### src/logic/gpio_pkg.sv
// gpio_pkg: constants, register map and carrier types of the port block.
// assumes one core clock and a synchronous active-high reset.
`default_nettype none
package gpio_pkg;
    localparam int NPORT = 14;
    localparam int NPIN = 112;
    localparam int AD_PORT = 4;
    localparam logic [1:0] REG_DATA = 2'h0;
    localparam logic [1:0] REG_DIR = 2'h1;
    localparam logic [1:0] REG_PU = 2'h2;
    localparam logic [1:0] REG_CTL = 2'h3;
    localparam logic [7:0] OFS_DATA = 8'h00;
    localparam logic [7:0] OFS_DIR = 8'h40;
    localparam logic [7:0] OFS_PU = 8'h80;
    localparam logic [7:0] OFS_STAT = 8'hc0;
    localparam logic [7:0] OFS_MASK = 8'hc4;
    localparam int EV_FALL = 0;
    localparam logic [7:0] RST_BYTE = 8'h00;
    localparam logic [NPIN-1:0] RST_VEC = '0;
    // bits present per port, port 13 first; port 11 does not exist
    localparam logic [NPIN-1:0] IMPL = {
        8'h03, 8'hff, 8'h00, 8'h0f, 8'h7f, 8'hff, 8'h07,
        8'hff, 8'hff, 8'hff, 8'hff, 8'hff, 8'hff, 8'hff};
    localparam logic [NPIN-1:0] IN_ONLY = 112'h81;
    localparam logic [NPIN-1:0] OPEN_DRAIN = {32'h0, 8'h0f, 16'h0, 8'h0f, 48'h0};
    typedef struct packed {
        logic cyc;
        logic stb;
        logic we;
        logic [7:0] adr;
        logic [3:0] sel;
        logic [31:0] dat;
    } gpio_wb_req_t;
    typedef struct packed {
        logic [NPIN-1:0] out;
        logic [NPIN-1:0] oe_n;
        logic [NPIN-1:0] pu;
    } gpio_pad_t;
endpackage
`default_nettype wire

### src/logic/gpio_top.sv
// gpio_top: general-purpose port pins behind a classic wishbone slave.
// assumes pin inputs are synchronous to clk_i and the pad ring resolves
// out/oe_n/pu into the wire level; pin k of port p is bit 8*p+k.
//
// Summary of operation
// RULE1: port 0 bits 0 and 7 are inputs only, never driven, no direction.
// RULE2: every bidirectional port except port 4 has per-bit direction.
// RULE3: port 4 has one direction bit switching all eight pins together.
// RULE4: a falling edge on any port 4 pin sets the test flag.
// RULE5: cmos pins get software pull-up only while configured as input.
// RULE6: port 6 and port 9 bits 0 to 3 are open-drain.
// RULE7: open-drain pull-ups come from a fixed build option, not software.
// RULE8: seventy-eight cmos bidirectional pins in total.
// RULE9: after reset all pins are inputs, software pull-ups off, test flag clear.
//
// The placing of the registers and the Wishbone register port were chosen for this implementation.
`timescale 1ns/10ps
`default_nettype none
module gpio_top #(
    parameter logic [7:0] OD_PULLUP = 8'h00
) (
    input wire logic clk_i,
    input wire logic rst_i,
    input wire gpio_pkg::gpio_wb_req_t wb_i,
    output logic [31:0] wb_dat_o,
    output logic wb_ack_o,
    input wire logic [gpio_pkg::NPIN-1:0] pin_i,
    output gpio_pkg::gpio_pad_t pad_o,
    output logic irq_o
);

    ////////////////////////////////////////////////////////////////////
    // helpers

    function automatic logic [7:0] byte_of(input logic [gpio_pkg::NPIN-1:0] v,
                                           input logic [3:0] s);
        return v[{s, 3'b000} +: 8];
    endfunction

    // mask-option pull-ups: low nibble port 6, high nibble port 9
    localparam logic [gpio_pkg::NPIN-1:0] OD_PU_VEC =
        {32'h0, 4'h0, OD_PULLUP[7:4], 16'h0, 4'h0, OD_PULLUP[3:0], 48'h0};
    localparam logic [gpio_pkg::NPIN-1:0] CMOS_IO =
        gpio_pkg::IMPL & ~gpio_pkg::IN_ONLY & ~gpio_pkg::OPEN_DRAIN;
    localparam logic [gpio_pkg::NPIN-1:0] BIDIR =
        gpio_pkg::IMPL & ~gpio_pkg::IN_ONLY;

    ////////////////////////////////////////////////////////////////////
    // state

    logic [gpio_pkg::NPIN-1:0] latch_q;
    logic [gpio_pkg::NPIN-1:0] latch_d;
    logic [gpio_pkg::NPIN-1:0] dir_q;
    logic [gpio_pkg::NPIN-1:0] dir_d;
    logic [gpio_pkg::NPIN-1:0] pu_q;
    logic [gpio_pkg::NPIN-1:0] pu_d;
    logic [7:0] ad_prev_q;
    logic [7:0] stat_q;
    logic [7:0] stat_d;
    logic [7:0] mask_q;
    logic [7:0] mask_d;
    logic ack_q;
    logic [31:0] rdat_q;
    logic irq_q;
    gpio_pkg::gpio_pad_t pad_q;
    gpio_pkg::gpio_pad_t pad_d;

    ////////////////////////////////////////////////////////////////////
    // bus decode

    wire req = wb_i.cyc & wb_i.stb;
    // writes land on the edge where the master sees ack, so it never
    // has to guess an earlier commit point
    wire wr_go = req & wb_i.we & ack_q & wb_i.sel[0];
    wire [3:0] slot = wb_i.adr[5:2];
    wire [1:0] region = wb_i.adr[7:6];
    wire slot_ok = (slot < 4'(gpio_pkg::NPORT)) && (byte_of(gpio_pkg::IMPL, slot) != 8'h00);
    wire wr_data = wr_go & (region == gpio_pkg::REG_DATA);
    wire wr_dir = wr_go & (region == gpio_pkg::REG_DIR);
    wire wr_pu = wr_go & (region == gpio_pkg::REG_PU);
    wire wr_stat = wr_go & (wb_i.adr == gpio_pkg::OFS_STAT);
    wire wr_mask = wr_go & (wb_i.adr == gpio_pkg::OFS_MASK);
    wire [7:0] wbyte = wb_i.dat[7:0];

    ////////////////////////////////////////////////////////////////////
    // register next values, one byte lane per port

    for (genvar s = 0; s < gpio_pkg::NPORT; s++) begin : g_port
        localparam logic [3:0] SID = 4'(s);
        localparam logic [7:0] IMP = gpio_pkg::IMPL[8*s +: 8];
        localparam logic [7:0] BID = BIDIR[8*s +: 8];
        localparam logic [7:0] CIO = CMOS_IO[8*s +: 8];
        wire hit = (slot == SID);
        wire [7:0] dir_w;
        if (s == gpio_pkg::AD_PORT) begin : g_ad
            assign dir_w = {8{wbyte[0]}}; // RULE3
        end else begin : g_bw
            assign dir_w = wbyte; // RULE2
        end
        assign latch_d[8*s +: 8] = (wr_data & hit) ? (wbyte & IMP) : latch_q[8*s +: 8];
        // input-only pins never hold a direction bit
        assign dir_d[8*s +: 8] = (wr_dir & hit) ? (dir_w & BID) : dir_q[8*s +: 8]; // RULE1
        // open-drain pins have no software pull-up
        assign pu_d[8*s +: 8] = (wr_pu & hit) ? (wbyte & CIO) : pu_q[8*s +: 8]; // RULE7
    end

    ////////////////////////////////////////////////////////////////////
    // test flag on port 4 falling edges

    wire [7:0] ad_now = byte_of(pin_i, 4'(gpio_pkg::AD_PORT));
    wire fall = |(ad_prev_q & ~ad_now); // RULE4
    // a new edge in the clearing cycle survives the clear
    assign stat_d = ((stat_q & ~({8{wr_stat}} & wbyte)) | {7'h00, fall}) & 8'h01; // RULE4
    assign mask_d = wr_mask ? (wbyte & 8'h01) : mask_q;

    ////////////////////////////////////////////////////////////////////
    // pad drive

    // open-drain pins only ever pull low; cmos pins drive the latch
    assign pad_d.out = latch_q & CMOS_IO; // RULE6
    assign pad_d.oe_n = ~(dir_q & BIDIR & (~gpio_pkg::OPEN_DRAIN | ~latch_q)); // RULE6 RULE8
    assign pad_d.pu = (pu_q & ~dir_q & CMOS_IO) | OD_PU_VEC; // RULE5 RULE7

    ////////////////////////////////////////////////////////////////////
    // read mux

    // outputs read back the latch, inputs read the pin
    wire [gpio_pkg::NPIN-1:0] pin_view = ((dir_q & latch_q) | (~dir_q & pin_i)) & gpio_pkg::IMPL;
    wire [7:0] rd_port =
        (region == gpio_pkg::REG_DATA) ? byte_of(pin_view, slot) :
        (region == gpio_pkg::REG_DIR) ? byte_of(dir_q, slot) :
        byte_of(pu_q, slot);
    wire [7:0] rd_ctl =
        (wb_i.adr == gpio_pkg::OFS_STAT) ? stat_q :
        (wb_i.adr == gpio_pkg::OFS_MASK) ? mask_q : 8'h00;
    wire [7:0] rd_byte =
        (region == gpio_pkg::REG_CTL) ? rd_ctl :
        slot_ok ? rd_port : 8'h00;

    ////////////////////////////////////////////////////////////////////
    // flops

    always_ff @(posedge clk_i) begin
        if (rst_i) begin
            latch_q <= gpio_pkg::RST_VEC;
            dir_q <= gpio_pkg::RST_VEC; // RULE9
            pu_q <= gpio_pkg::RST_VEC; // RULE9
            stat_q <= gpio_pkg::RST_BYTE; // RULE9
            mask_q <= gpio_pkg::RST_BYTE;
            ad_prev_q <= gpio_pkg::RST_BYTE;
        end else begin
            latch_q <= latch_d;
            dir_q <= dir_d;
            pu_q <= pu_d;
            stat_q <= stat_d;
            mask_q <= mask_d;
            ad_prev_q <= ad_now;
        end
    end

    always_ff @(posedge clk_i) begin
        if (rst_i) begin
            ack_q <= 1'b0;
            rdat_q <= 32'h0000_0000;
        end else begin
            // every address answers; unmapped ones read zero
            ack_q <= req & ~ack_q;
            if (req & ~ack_q) begin
                rdat_q <= {24'h00_0000, rd_byte};
            end
        end
    end

    always_ff @(posedge clk_i) begin
        if (rst_i) begin
            pad_q.out <= gpio_pkg::RST_VEC;
            pad_q.oe_n <= ~gpio_pkg::RST_VEC;
            pad_q.pu <= OD_PU_VEC;
            irq_q <= 1'b0;
        end else begin
            pad_q <= pad_d;
            irq_q <= |(stat_q & mask_q);
        end
    end

    assign wb_ack_o = ack_q;
    assign wb_dat_o = rdat_q;
    assign pad_o = pad_q;
    assign irq_o = irq_q;

    // the flag under its own name; software sees it at bit 0 of status
    wire port_fall_edge_test_flag = stat_q[gpio_pkg::EV_FALL];
endmodule
`default_nettype wire
### config.mk
export PLATFORM = sky130hd
export DESIGN_NAME = gpio_top
export DESIGN_NICKNAME = d
export VERILOG_FILES = /design/src/logic/gpio_pkg.sv /design/src/logic/gpio_top.sv
export SDC_FILE = /design/constraint.sdc
export NUM_CORES = 1
export LEC_CHECK = 0
export BUFFER_PORTS_ARGS = -buffer_cell sky130_fd_sc_hd__buf_4
export CAP_MARGIN = 10
export CORE_UTILIZATION = 48
export DETAILED_ROUTE_END_ITERATION = 7
export PLACE_DENSITY = 0.85
export SYNTH_ARGS = -nofsm -noshare
export SYNTH_HDL_FRONTEND = slang
export SYNTH_SLANG_ARGS = --single-unit
### constraint.sdc
create_clock -name clk_i -period 1.8 [get_ports clk_i]
set_clock_uncertainty 0.15 [all_clocks]
set_input_delay 0.27 -clock clk_i [delete_from_list [all_inputs] [get_ports clk_i]]
set_output_delay 0.27 -clock clk_i [all_outputs]
set_load 0.05 [all_outputs]
==> results.txt <==
- Entering global routing, the biggest net connects 140 pins.
- Final standard cell utilization of the core: 70.63%
* Placeable core area: 40,190 µm²
* ANT cells: 0
* Synth top area share: 50.40%
- For this run, the total global-route usage over all layers was measured as 33.69%.
- Hold Crit Endpoint: wb_dat_o[0]
- The critical path starts at wb_ack_o.
* Post-synth top area cell: sky130_fd_sc_hd__dfxtp_1
- Simple-gate share of the synthesized area: 24.28%
* Period utilisation layout: 108.4%
- The mapped netlist covers 19,780 µm².
* Placement row count: 73
- The worst hold path was traced through 6 stages.
- Number of vias in the routed layout: 19,858
- Critical-path top delay cell: sky130_fd_sc_hd__dfxtp_4
* Reg-to-reg startpoint: wb_ack_o
* Critical path endpoint category: flop
- Data arrives at the worst endpoint at 2.33 ns.
- For this configuration, the core starts out at a cell density of 49.22%.
* Height of the chip: 205.0 µm
- Final wirelength: 76,700 µm
- The library cells used most frequently in the layout, excluding fill and tap cells, are sky130_fd_sc_hd__buf_4 (571), sky130_fd_sc_hd__dfxtp_1 (487), sky130_fd_sc_hd__nand2_1 (237).
* Required time at the worst-slack endpoint: 2.17 ns
* Commonest non-fill, non-tap cell in the layout: sky130_fd_sc_hd__buf_4
- Compared with the post-synthesis result, the final layout area differs by 43.50%.
- Chain of cells forming the critical path: and3_4, nand3_4, buf_8, nor3_4, buf_6, buf_12, clkbuf_16, nand3_1, a21oi_1
- The total overflow left after global routing is 0.
- Synth Area in Compound Gates: 14.71%
- Clock latency at the later pin of the worst-skew pair: 0.60 ns
- PnR worst setup slack: -0.1517 ns
* Setup slack of the most critical reg-to-reg path: -0.15 ns
* Max_cap viols: 0
- Iteration count of the initial detailed-routing pass: 7
* Async S/R FF share, synth: 0%
* Total setup violations reported at the end of the flow: 217
- The synthesized netlist devotes 0% of its cell area to adder and majority cells.
* Floorplan die width: 205.0 µm
* Number of sinks handled by clock tree synthesis: 498
- Combinational family with the most area after synthesis: simple AND/OR/NAND/NOR gates
* Number of pins exceeding their max-slew limit in the final report: 0
* Maximum vdd ir drop: 0.0006333 V
- The via count of the first global-routing pass is 18,259.
- The detail route stage leaves a number of antenna-violating nets equal to 0.
- For this run, design rule violations remaining after detail routing come to 0.
* Wire length of the first global-routing pass: 107,600 µm
- Top area cells in the synthesized netlist: sky130_fd_sc_hd__dfxtp_1 (50%), sky130_fd_sc_hd__a21oi_1 (8.2%), sky130_fd_sc_hd__nand3_1 (6.0%)
- After synthesis, the netlist uses 59 different library cells.
* Drt first-iter violations: 2,275
- During synthesis, Yosys emitted a total of 0 warnings.
* Top_reg_cell synth: sky130_fd_sc_hd__dfxtp_1
- TritonCTS built the clock tree.
* Root buf cell: sky130_fd_sc_hd__clkbuf_16
- Of all nets on the critical path, the largest fanout is 6.
- In the final design database the tool counted 2,988 nets.
* Unrepaired setup endpoints after global routing: yes
* Result of the run: finished with violations
* Multiplexer area fraction after synthesis: 1.253%
- Violations in the final reports: setup timing
* Die ar.: 42,020 µm²
* Count of H-tree levels built during CTS: 2
- Prior to clock tree synthesis, the placed netlist has a worst setup slack of -0.5566 ns.
- Per-instance average area after synthesis: 8.566 µm²
- Summing the sequential cell areas from Yosys gives 50.40% of the chip area.
* Fraction of final layout cells sized beyond drive strength 1: 36.17%
* Hold Vio Cnt, Final: 0
* Number of enable-type register cells in the synthesized netlist: 0
- Of the total synthesized cell area, the portion taken by XOR and XNOR cells is 0%.
* Critical Path Start Type: flop
- Vias per Instance: 5.854
- The worst path in the final design needs a cycle of 1.952 ns, including I/O delays and setup.
- Max-slew headroom at the worst pin: 52.63%
- The congestion estimate from routability-driven global placement came to 0.9543.
* Number of antenna violations at the first check in global routing: 1
* Pleak: 0.01104 µW
- The worst hold path begins at wb_i[36].
- 531 I/O pins were placed.
- Worst stage delay on the critical path: 0.35 ns
- Destination of the worst register-to-register timing path: dir_q[28]
* Slew at the pin with the worst max-slew slack: 0.7105 ns
- Maximum root-to-sink buffer count: 3
- Power Dens Cells: 888.1 nW/µm²
- Depth of the most critical reg-to-reg path: 9
* Port-buffer cells: 361
- Fmax: 512.4 MHz
* TritonCTS buffer count: 49
- Synthesis handed over a netlist of 2,309 instances.
* Class of the most critical hold timing path: in2reg
- Total of flip-flops plus latches after synthesis: 498
- Critical path class: reg2reg
- HPWL after detailed placement: 50,710 µm
* Clock edge transition at the registers on the reported setup and hold paths: 0.06 ns
* WL/cell: 22.61 µm
-- cells by family after synthesis --
logic type,count (synthesis)
simple gates,934
compound gates,520
flops,498
buf+inv,334
mux,21
other cells,2
-- how the worst max path moves through the flow --
stage	slack, ns	to	depth (start not counted)
final	-0.15	dir_q[28]	9
after global routing	-0.20	dir_q[10]	9
after CTS	-0.1	latch_q[14]	10
after detailed placement	-0.56	wb_dat_o[3]	11
after global placement	-0.63	wb_dat_o[3]	11
after floorplan	-0.006	wb_dat_o[1]	8
-- worst max-delay path: cells and delay by family, from the launching register on --
kind                   cells  cell delay, ns
buffers and inverters      4            0.63
DFF                        1            0.35
AOI/OAI and AO/OA          1            0.22
and+or+nand+nor            4            0.52
-- stage by stage --
stage                     total power, µW  hold WS [ns]  instances  area, µm²    TNS, ns
final                               25210       0.03263       3392      28380     -12.22
after global routing                25770       0.02452       3392      28380     -26.73
after CTS                           25050      0.003527       3374      26690     -2.890
after detailed placement            13320        0.2519       3252      24030     -45.00
after global placement              13310        0.2497       3252      24030     -40.40
after floorplan                     12720        0.2276       2425      20230  -0.007700
-- synthesized netlist by cell type, drive strengths merged (4+ instances only) --
cell and number:
a2111oi 6, a211oi 12, a21oi 323, a221oi 8, a31oi 8, and2 8, buf 190, clkbuf 120
dfxtp 498, inv 24, mux2i 18, nand2 313, nand2b 84, nand3 236, nor2 66, nor2b 81
nor3 15, nor3b 79, nor4 4, o211ai 4, o21ai 105, o221ai 4, o22ai 5, o311a 4
o311ai 9, o31ai 6, or3b 40
-- repair_timing --
item / 4_1_cts / 5_1_grt
endpoints found under the setup margin: 201 / 248
pin swaps: 19 / 126
hold buffers: 13 / 0
resized for setup: 108 / 329
setup buffers: 13 / 9
cloned: 6 / 10
hold endpoints to repair: 40 / 0
-- per-layer routing --
| metal | track usage (%) | part of all wire, % | vias to the layer above |
|---|---|---|---|
| li1 | - | - | 8715 |
| met1 | 41.84 | 37 | 9352 |
| met2 | 54.37 | 46 | 1452 |
| met3 | 8.718 | 11 | 337 |
| met4 | 15.95 | 6.2 | 2 |
| met5 | 0 | 0.010 | - |
-- power breakdown --
group	total, µW	internal (µW)	switching, µW
Clock	11900	7430	4460
Combinational	2270	660	1610
Sequential	11100	11000	17.5
Total	25200	19100	6080
-- layout make-up --
type                            instances  area, µm²
Clock buffer                           70       1478
Clock inverter                         21      414.1
Fill cell                            2925      11810
Inverter                               24      90.09
Multi-Input combinational cell       1593       9901
Sequential cell                       498       9986
Tap cell                              525      656.9
Timing Repair Buffer                  661       5858
-- flip-flops by register name, summed over array words and instances, names as in the netlist --
signal,flops
latch_q,86
wb_dat_o,8
pu_q,78
pad_o,235
dir_q,79
irq_o,1
mask_q,1
stat_q,1
wb_ack_o,1
ad_prev_q,8
(Power assumes the default switching activity.)
